--- src/rtl/smsbt_pkg.sv ---
package smsbt_pkg;

   // Commands as {cs_n, ras_n, cas_n, we_n}
   localparam logic [3:0] CMD_MRS = 4'h0;
   localparam logic [3:0] CMD_REF = 4'h1;
   localparam logic [3:0] CMD_PRE = 4'h2;
   localparam logic [3:0] CMD_ACT = 4'h3;
   localparam logic [3:0] CMD_WR  = 4'h4;
   localparam logic [3:0] CMD_RD  = 4'h5;
   localparam logic [3:0] CMD_BST = 4'h6;
   localparam logic [3:0] CMD_NOP = 4'h7;

   // Mode word fields
   localparam int         MODE_BL_LSB = 0;
   localparam int         MODE_CL_LSB = 4;
   localparam int         MODE_WB_BIT = 9;
   localparam logic [2:0] BL_FULL     = 3'h7;
   localparam logic [2:0] CL_THREE    = 3'h3;
   localparam logic [11:0] MODE_RST   = 12'h020;

   // Address pin roles
   localparam int ADDR_BANK_BIT = 11;
   localparam int ADDR_ALL_BIT  = 10;

   // Register offsets
   localparam logic [11:0] OFF_MODE = 12'h000;
   localparam logic [11:0] OFF_STAT = 12'h004;

   // Status fields
   localparam int STAT_ACT_LSB = 0;
   localparam int STAT_SUSP    = 2;
   localparam int STAT_BST     = 3;
   localparam int STAT_BWR     = 4;
   localparam int STAT_COL_LSB = 8;

   localparam logic [1:0] OE_OFF = 2'h3;

   typedef struct packed {
      logic        psel;
      logic        penable;
      logic        pwrite;
      logic [11:0] paddr;
      logic [31:0] pwdata;
   } smsbt_apb_req_t;

endpackage

--- src/rtl/smsbt_core.sv ---
`timescale 1ns/10ps
// Summary of operation
// (RULE1) Masked write byte dropped in same cycle
// (RULE2) Byte stays dropped while mask held high
// (RULE3) Byte stored again once mask low
// (RULE4) Upper mask bits 15:8, lower 7:0
// (RULE5) Column counter advances on masked beats
// (RULE6) Single write selected by mode set
// (RULE7) Reads full burst, writes one word
// (RULE8) Same latencies in single write mode
// (RULE9) Activate only idle precharged bank
// (RULE10) Keep bank-to-bank activate spacing
// (RULE11) Precharge before activate time maximum
// (RULE12) Precharge not before activate time minimum
// (RULE13) Column command after activate-to-column delay
// (RULE14) Clock enable fall suspends next edge
// (RULE15) Suspended: inputs ignored, state held
// (RULE16) Clock enable rise resumes next edge
// (RULE17) Wait clock enable recovery before command
// (RULE18) Limit suspend time for refresh
// (RULE19) Address bits 8 and 9 ignored
// (RULE20) Read mask floats byte two cycles later
// (RULE21) Precharge with bit 10 hits both banks
// (RULE22) Clock enable sampled every edge
module smsbt_core (
   // Clock and reset
   input  wire logic                  sys_clk,
   input  wire logic                  rst_b,
   // Memory command pins
   input  wire logic                  cke,
   input  wire logic                  cs_n,
   input  wire logic                  ras_n,
   input  wire logic                  cas_n,
   input  wire logic                  we_n,
   input  wire logic [11:0]           addr,
   input  wire logic                  upper_byte_mask,
   input  wire logic                  lower_byte_mask,
   // Data pins
   input  wire logic [15:0]           dq_in,
   output logic      [15:0]           dq_out,
   output logic      [1:0]            dq_oe_n,
   // APB slave
   input  smsbt_pkg::smsbt_apb_req_t  apb_req,
   output logic      [31:0]           prdata,
   output logic                       pready,
   output logic                       pslverr
);

   typedef struct packed {
      logic             cke;
      logic [11:0]      mode;
      logic [1:0]       act;
      logic [1:0][1:0]  row;
      logic             bst;
      logic             bwr;
      logic             bbank;
      logic             ap;
      logic [7:0]       col;
      logic [8:0]       left;
      logic [1:0]       m1;
      logic [1:0]       rv;
      logic [1:0][15:0] rp;
      logic [15:0]      dq;
      logic [1:0]       oe_n;
      logic             rdy;
      logic             err;
      logic [31:0]      rdata;
      logic [63:0][15:0] mem;
   } smsbt_state_t;

   smsbt_state_t s_q;
   smsbt_state_t s_d;

   logic [3:0]  cmd;
   logic        go;
   logic        gwr;
   logic        gbank;
   logic        gap;
   logic [7:0]  gcol;
   logic [8:0]  grem;
   logic [5:0]  w_idx;
   logic [15:0] wr_old;
   logic        sel;
   logic        last;

   // Codes above three give 256 beats; only code seven selects full page, which runs until stopped
   function automatic logic [8:0] burst_len(input logic [11:0] m);
      case (m[smsbt_pkg::MODE_BL_LSB +: 3])
         3'h0:    burst_len = 9'h001;
         3'h1:    burst_len = 9'h002;
         3'h2:    burst_len = 9'h004;
         3'h3:    burst_len = 9'h008;
         default: burst_len = 9'h100;
      endcase
   endfunction

   // Sequential wrap inside the burst-aligned block
   function automatic logic [7:0] nxt_col(input logic [7:0] c, input logic [11:0] m);
      logic [8:0] w;
      w = burst_len(m) - 9'h001;
      nxt_col = (c & ~w[7:0]) | ((c + 8'h01) & w[7:0]);
   endfunction

   // Storage is a small window; upper row and column bits alias
   function automatic logic [5:0] mem_idx(input logic b, input logic [1:0] r,
                                          input logic [7:0] c);
      mem_idx = {b, r, c[2:0]};
   endfunction

   localparam logic [11:0] OFF_MODE = smsbt_pkg::OFF_MODE;

   always_comb begin
      s_d    = s_q;
      cmd    = cs_n ? smsbt_pkg::CMD_NOP : {1'b0, ras_n, cas_n, we_n};
      go     = s_q.bst;
      gwr    = s_q.bwr;
      gbank  = s_q.bbank;
      gap    = s_q.ap;
      gcol   = s_q.col;
      grem   = s_q.left;
      w_idx  = mem_idx(gbank, s_q.row[gbank], gcol);
      wr_old = s_q.mem[w_idx];
      sel    = s_q.mode[smsbt_pkg::MODE_CL_LSB +: 3] == smsbt_pkg::CL_THREE;
      last   = 1'b0;

      // Sampled on every edge, also while suspended
      s_d.cke = cke; // RULE22

      // APB: one wait state, then answer
      s_d.rdy   = apb_req.psel && apb_req.penable && !s_q.rdy;
      s_d.err   = 1'b0;
      s_d.rdata = 32'h0000_0000;
      if (s_d.rdy) begin
         case (apb_req.paddr)
            smsbt_pkg::OFF_MODE: s_d.rdata = {20'h0_0000, s_q.mode};
            smsbt_pkg::OFF_STAT: s_d.rdata = {16'h0000, s_q.col, 3'h0, s_q.bwr,
                                               s_q.bst, ~s_q.cke, s_q.act};
            default:             s_d.err = 1'b1;
         endcase
      end
      if (apb_req.psel && apb_req.penable && s_q.rdy && apb_req.pwrite &&
          apb_req.paddr == OFF_MODE) begin
         s_d.mode = apb_req.pwdata[11:0];
      end

      // Internal clock runs only when clock enable was high last edge
      if (s_q.cke) begin // RULE14 RULE15 RULE16
         s_d.m1   = {upper_byte_mask, lower_byte_mask};
         s_d.rv   = {s_q.rv[0], 1'b0};
         s_d.rp[1] = s_q.rp[0];
         // Stage picked by CAS latency, output mask two edges behind pin
         s_d.dq   = s_q.rp[sel]; // RULE8
         s_d.oe_n = ~({2{s_q.rv[sel]}} & ~s_q.m1); // RULE20
         case (cmd)
            smsbt_pkg::CMD_ACT: begin
               s_d.act[addr[smsbt_pkg::ADDR_BANK_BIT]] = 1'b1;
               s_d.row[addr[smsbt_pkg::ADDR_BANK_BIT]] = addr[1:0];
            end
            smsbt_pkg::CMD_PRE: begin
               if (addr[smsbt_pkg::ADDR_ALL_BIT]) begin
                  s_d.act = 2'h0; // RULE21
               end else begin
                  s_d.act[addr[smsbt_pkg::ADDR_BANK_BIT]] = 1'b0;
               end
               // Interrupt takes effect at once, no beat here
               if (addr[smsbt_pkg::ADDR_ALL_BIT] ||
                   addr[smsbt_pkg::ADDR_BANK_BIT] == s_q.bbank) begin
                  go      = 1'b0;
                  s_d.bst = 1'b0;
               end
            end
            smsbt_pkg::CMD_BST: begin
               go      = 1'b0;
               s_d.bst = 1'b0;
            end
            smsbt_pkg::CMD_MRS: begin
               s_d.mode = addr; // RULE6
            end
            smsbt_pkg::CMD_RD, smsbt_pkg::CMD_WR: begin
               go    = 1'b1;
               gwr   = cmd == smsbt_pkg::CMD_WR;
               gbank = addr[smsbt_pkg::ADDR_BANK_BIT];
               gap   = addr[smsbt_pkg::ADDR_ALL_BIT];
               gcol  = addr[7:0]; // RULE19
               grem  = (gwr && s_q.mode[smsbt_pkg::MODE_WB_BIT]) ? 9'h001 // RULE7
                                                                : burst_len(s_q.mode);
            end
            default: begin
            end
         endcase
         if (go) begin
            w_idx  = mem_idx(gbank, s_q.row[gbank], gcol);
            wr_old = s_q.mem[w_idx];
            if (gwr) begin
               if (!lower_byte_mask) begin
                  s_d.mem[w_idx][7:0] = dq_in[7:0]; // RULE1 RULE2 RULE3 RULE4
               end
               if (!upper_byte_mask) begin
                  s_d.mem[w_idx][15:8] = dq_in[15:8]; // RULE1 RULE2 RULE3 RULE4
               end
            end else begin
               s_d.rv[0] = 1'b1;
               s_d.rp[0] = s_q.mem[w_idx];
            end
            // Mask never stalls the counter
            s_d.col   = nxt_col(gcol, s_q.mode); // RULE5
            s_d.left  = grem - 9'h001;
            s_d.bwr   = gwr;
            s_d.bbank = gbank;
            s_d.ap    = gap;
            last      = grem == 9'h001 ||
                        (s_q.mode[smsbt_pkg::MODE_BL_LSB +: 3] != smsbt_pkg::BL_FULL &&
                         grem == 9'h000);
            if (s_q.mode[smsbt_pkg::MODE_BL_LSB +: 3] == smsbt_pkg::BL_FULL &&
                !(gwr && s_q.mode[smsbt_pkg::MODE_WB_BIT])) begin
               last = 1'b0;
            end
            s_d.bst = !last; // RULE7
            // Auto-precharge closes the bank after the final beat, except when burst length is full page
            if (last && gap &&
                s_q.mode[smsbt_pkg::MODE_BL_LSB +: 3] != smsbt_pkg::BL_FULL) begin
               s_d.act[gbank] = 1'b0;
            end
         end
      end
   end

   always_ff @(posedge sys_clk) begin
      if (!rst_b) begin
         s_q      <= '0;
         s_q.mode <= smsbt_pkg::MODE_RST;
         s_q.oe_n <= smsbt_pkg::OE_OFF;
      end else begin
         s_q <= s_d;
      end
   end

   assign dq_out  = s_q.dq;
   assign dq_oe_n = s_q.oe_n;
   assign prdata  = s_q.rdata;
   assign pready  = s_q.rdy;
   assign pslverr = s_q.err;

   // Checks follow the internal clock; only the suspend checks look at frozen edges
   wr_mask_lo_a: assert property ( // RULE1
      @(posedge sys_clk) disable iff (!rst_b)
      s_q.cke && go && gwr && lower_byte_mask |=>
      (s_q.mem[$past(w_idx)] & 16'h00FF) == ($past(wr_old) & 16'h00FF))
      else $error("masked lower byte was written");

   wr_store_hi_a: assert property ( // RULE3
      @(posedge sys_clk) disable iff (!rst_b)
      s_q.cke && go && gwr && !upper_byte_mask |=>
      (s_q.mem[$past(w_idx)] & 16'hFF00) == ($past(dq_in) & 16'hFF00))
      else $error("unmasked upper byte not stored");

   col_adv_a: assert property ( // RULE5
      @(posedge sys_clk) disable iff (!rst_b)
      s_q.cke && s_q.bst && cmd == smsbt_pkg::CMD_NOP &&
      (upper_byte_mask || lower_byte_mask) |=> s_q.col != $past(s_q.col))
      else $error("column stalled on masked beat");

   single_wr_a: assert property ( // RULE7
      @(posedge sys_clk) disable iff (!rst_b)
      s_q.cke && cmd == smsbt_pkg::CMD_WR && s_q.mode[smsbt_pkg::MODE_WB_BIT] |=> !s_q.bst)
      else $error("single write mode kept bursting");

   susp_entry_a: assert property ( // RULE14
      @(posedge sys_clk) disable iff (!rst_b)
      s_q.cke && !cke |=> ##1 ($stable(s_q.col) && $stable(s_q.act)))
      else $error("state moved after suspend entry");

   susp_hold_a: assert property ( // RULE15
      @(posedge sys_clk) disable iff (!rst_b)
      !s_q.cke |=> $stable(dq_out) && $stable(dq_oe_n) && $stable(s_q.row))
      else $error("outputs changed while suspended");

   susp_exit_a: assert property ( // RULE16
      @(posedge sys_clk) disable iff (!rst_b)
      !s_q.cke && cke && s_q.bst ##1 cmd == smsbt_pkg::CMD_NOP |=>
      s_q.col != $past(s_q.col))
      else $error("burst did not resume after suspend");

   // Read masking gates only the output enables; data keeps flowing
   rd_mask_lat_a: assert property ( // RULE20
      @(posedge sys_clk) disable iff (!rst_b)
      s_q.cke && upper_byte_mask ##1 s_q.cke |=> dq_oe_n[1])
      else $error("upper byte driven two cycles after mask");

   rd_cl2_a: assert property ( // RULE8
      @(posedge sys_clk) disable iff (!rst_b)
      s_q.cke && cmd == smsbt_pkg::CMD_RD && !lower_byte_mask &&
      s_q.mode[smsbt_pkg::MODE_CL_LSB +: 3] != smsbt_pkg::CL_THREE ##1 s_q.cke |=>
      !dq_oe_n[0])
      else $error("read data missing at latency two");

   pre_all_a: assert property ( // RULE21
      @(posedge sys_clk) disable iff (!rst_b)
      s_q.cke && cmd == smsbt_pkg::CMD_PRE && addr[smsbt_pkg::ADDR_ALL_BIT] |=>
      s_q.act == 2'h0)
      else $error("precharge all left a bank open");

endmodule

--- config.mk ---
export PLATFORM = sky130hd
export DESIGN_NAME = smsbt_core
export DESIGN_NICKNAME = d
export VERILOG_FILES = /design/src/rtl/smsbt_pkg.sv /design/src/rtl/smsbt_core.sv
export SDC_FILE = /design/constraint.sdc
export NUM_CORES = 2
export LEC_CHECK = 0
export BUFFER_PORTS_ARGS = -buffer_cell sky130_fd_sc_hd__buf_2
export CELL_PAD_IN_SITES_DETAIL_PLACEMENT = 0
export CELL_PAD_IN_SITES_GLOBAL_PLACEMENT = 1
export CORE_MARGIN = 2
export CORE_UTILIZATION = 48
export DETAILED_ROUTE_END_ITERATION = 8
export PLACE_DENSITY = 0.88
export REMOVE_ABC_BUFFERS = 1
export SLEW_MARGIN = 15
export SYNTH_ARGS = -nofsm -noshare
export SYNTH_HDL_FRONTEND = slang
export SYNTH_SLANG_ARGS = --single-unit
--- constraint.sdc ---
create_clock -name sys_clk -period 3.5 [get_ports sys_clk]
set_input_delay 0.7 -clock sys_clk [delete_from_list [all_inputs] [get_ports sys_clk]]
set_output_delay 0.7 -clock sys_clk [all_outputs]
set_load 0.02 [all_outputs]
==> results.toml <==
[outcome]
status = "finished, final reports clean"

[timing]
maxSlewViolCount = 0
post-route-min-period_ns = 3.17
rsz0062_at_grt = "no"
period_share_pct = 90.7
fin_skew_ns = 0.0326
worst_pin_slew_ns = 1.18
setup_viol_count_final = 0
slew_headroom_pct = 21.0
final_hold_viol_count = 0
fmax_mhz = 315

[worst_setup_path]
path_max_fanout = 14
arrival_ns = 3.72
required_ns = 4.05
crit_path_end_kind = "flip-flop"
critical_path_class = "reg -> reg"
start_kind = "flip-flop"

[routing]
firstDrtPassIters = 6
ant_nets = 0
drc = 0
dr.first_iter.drc_count = 5488
routedWlPerCell_um = 23.6
vias = 42300
viasPerCell = 6.30
wirelength_um = 158000

[floorplan]
dieArea_mm2 = 0.0988
die_w_um = 314
initial_core_util_pct = 48.5
io_pins = 136
die_h_um = 314
coreArea_mm2 = 0.0953
core.rowCount = 113

[global_routing]
grt_use_total_pct = 31.1
grt_start_max_net_pins = 117
grt_pass1_wl_um = 239000
grt_pass1_vias = 38400
antenna_found_initial = 1
overflow = 0

[power_and_ir_drop]
p_leak_nw = 18.6
pwr_density_cell_mw_per_mm2 = 492
ir_worst_vdd_mv = 0.373

[synth]
synth.distinct_cells = 67
synth_edf_count = 0
synth-async-reset-ratio_pct = 0
ys.flop_type = "dfxtp_1"
ys_warn_count = 0
ys_seq_area_share_pct = 49.2
synth-seq-cells = 1136
syn_area_mm2 = 0.0462
syn_avg_cell_area_um2 = 8.67
synthCells = 5333

[finish]
layout-drive-gt1-share_pct = 14.0
finalNonFillerCells = 6708
syn2layout_area_growth_pct = 15.5
final_nets = 5452
utilization_pct = 56.1

[placed_design]
finalWeightedCongestion = 0.947
placedCellCount = 6515
dp_hpwl_um = 102000
numPortBuffers = 99

[cts]
root_buffer = "clkbuf_16"
numCtsBuffers = 111
postCtsSetupBuffers = 0
cts-htree-levels = 3
cts_tree = "done"
cts_resized = 0
clock-sinks = 1136
clk_latency_ns = 0.71
clk_transition_reported_paths_ns = 0.07
hold_buffers = 0
cts_buffer_depth = 3

[job]
cap_viol_max_count = 0

[worst_hold_path]
hold_class = "in -> reg"
final timing paths:
| path | cells past startpoint | startpoint | slack, ns | end |
|---|---|---|---|---|
| worst min register to register | 1 | pready$_SDFF_PN0_ | 0.46 | pready$_SDFF_PN0_ |
| worst min-delay path | 2 | cke | 0.23 | s_q[1151]$_SDFF_PN0_ |
| worst max register to register | 11 | s_q[1122]$_SDFFE_PN0P_ | 0.33 | s_q[1085]$_SDFFE_PN0P_ |
| worst max-delay path | 11 | s_q[1122]$_SDFFE_PN0P_ | 0.33 | s_q[1085]$_SDFFE_PN0P_ |
flip-flops by register name, indices dropped and copies added, names as in the netlist:
signal	flops
prdata	16
pslverr	1
dq_oe_n	2
dq_out	16
pready	1
s_q	1100
layer usage:
metal	GRT usage, %	vias up	share of wire [%]
li1	-	19700	-
met1	43.7	20000	42
met2	47.5	2175	43
met3	5.09	406	10
met4	12.7	0	4.3
met5	0	-	0
cell families (layout without fill, tap and decap cells):
kind of cell             after synthesis  after routing  share of synthesized area, %
AND/OR/NAND/NOR                     1654           1654                          17.6
AO/OA/AOI/OAI                       1759           1759                          24.1
XOR/XNOR                               7              7                         0.133
flip-flops                          1136           1136                          49.2
other                                  1             17                       0.00811
multiplexers                         129            129                          2.86
adder cells (fa/ha/maj)                5              5                         0.135
buffers and inverters                642            736                          6.02
critical path: stages, from the launching register on:
cell	delay, ns
dfxtp_1	0.79
nand3b_1	0.23
mux2i_4	0.21
buf_12	0.20
buf_12	0.14
buf_4	0.17
a22o_1	0.24
a221oi_1	0.29
a31oi_1	0.20
nor3_1	0.29
buf_4	0.17
a31oi_1	0.07
synthesized netlist by cell type, drive strengths merged (11+ instances only):
library cell | count | area share [%]
buf | 198 | 2.4
a22o | 81 | 1.5
nor3 | 22 | 0.28
a22oi | 222 | 3.6
nand3 | 990 | 11
o211ai | 31 | 0.50
o211a | 32 | 0.69
mux2i | 120 | 2.6
a21oi | 37 | 0.42
nor3b | 11 | 0.18
nand4 | 117 | 1.6
a31oi | 76 | 1.0
a221oi | 138 | 2.7
nand3b | 13 | 0.21
dfxtp | 1136 | 49
inv | 11 | 0.089
nand2 | 358 | 2.9
clkbuf | 432 | 3.5
nor2b | 42 | 0.57
nor2 | 46 | 0.38
a21boi | 137 | 2.2
o2111ai | 25 | 0.47
and2 | 18 | 0.24
o21ai | 941 | 10
power by group:
group / switching [mW] / internal (mW)
clock: 5.11 / 6.97
combinational: 0.909 / 0.304
sequential: 0.0243 / 13.0
total: 6.05 / 20.2
through the flow:
step                      setup slack [ns]  TNS (ns)  instance area (um^2)  total power [mW]  hold WS (ns)
final                                0.326         0                 53400              26.3         0.228
after global routing                 0.285         0                 53400              26.9         0.251
after CTS                            0.441         0                 53400              26.3         0.201
after detailed placement            -0.198     -1.78                 49800              14.4         0.449
after global placement              -0.227     -1.73                 49800              14.4         0.437
after floorplan                      -3.94  -2818.92                 43600              13.6         0.429
layout by cell type (no fill, tap or decap), types with 75 or more instances in the layout:
cell | Yosys | layout
a21boi_0 | 137 | 137
a221oi_1 | 133 | 133
a22o_1 | 81 | 81
a22oi_1 | 222 | 222
a31oi_1 | 76 | 75
buf_2 | 78 | 98
buf_4 | 61 | 377
clkbuf_16 | 0 | 114
dfxtp_1 | 1136 | 1135
mux2i_1 | 118 | 112
nand2_1 | 358 | 342
nand3_1 | 990 | 990
nand4_1 | 117 | 117
o21ai_0 | 934 | 934
cell type report:
class	count	area [um^2]
sequential	1136	22700
clock buffer	166	3340
inverter	12	45.0
antenna	1	2.50
fill	8518	41900
timing repair buffer	532	4460
tap	1265	1580
clock inverter	26	308
multi-input combinational	3570	20900
Note: power is estimated with default switching activity, not from simulation.
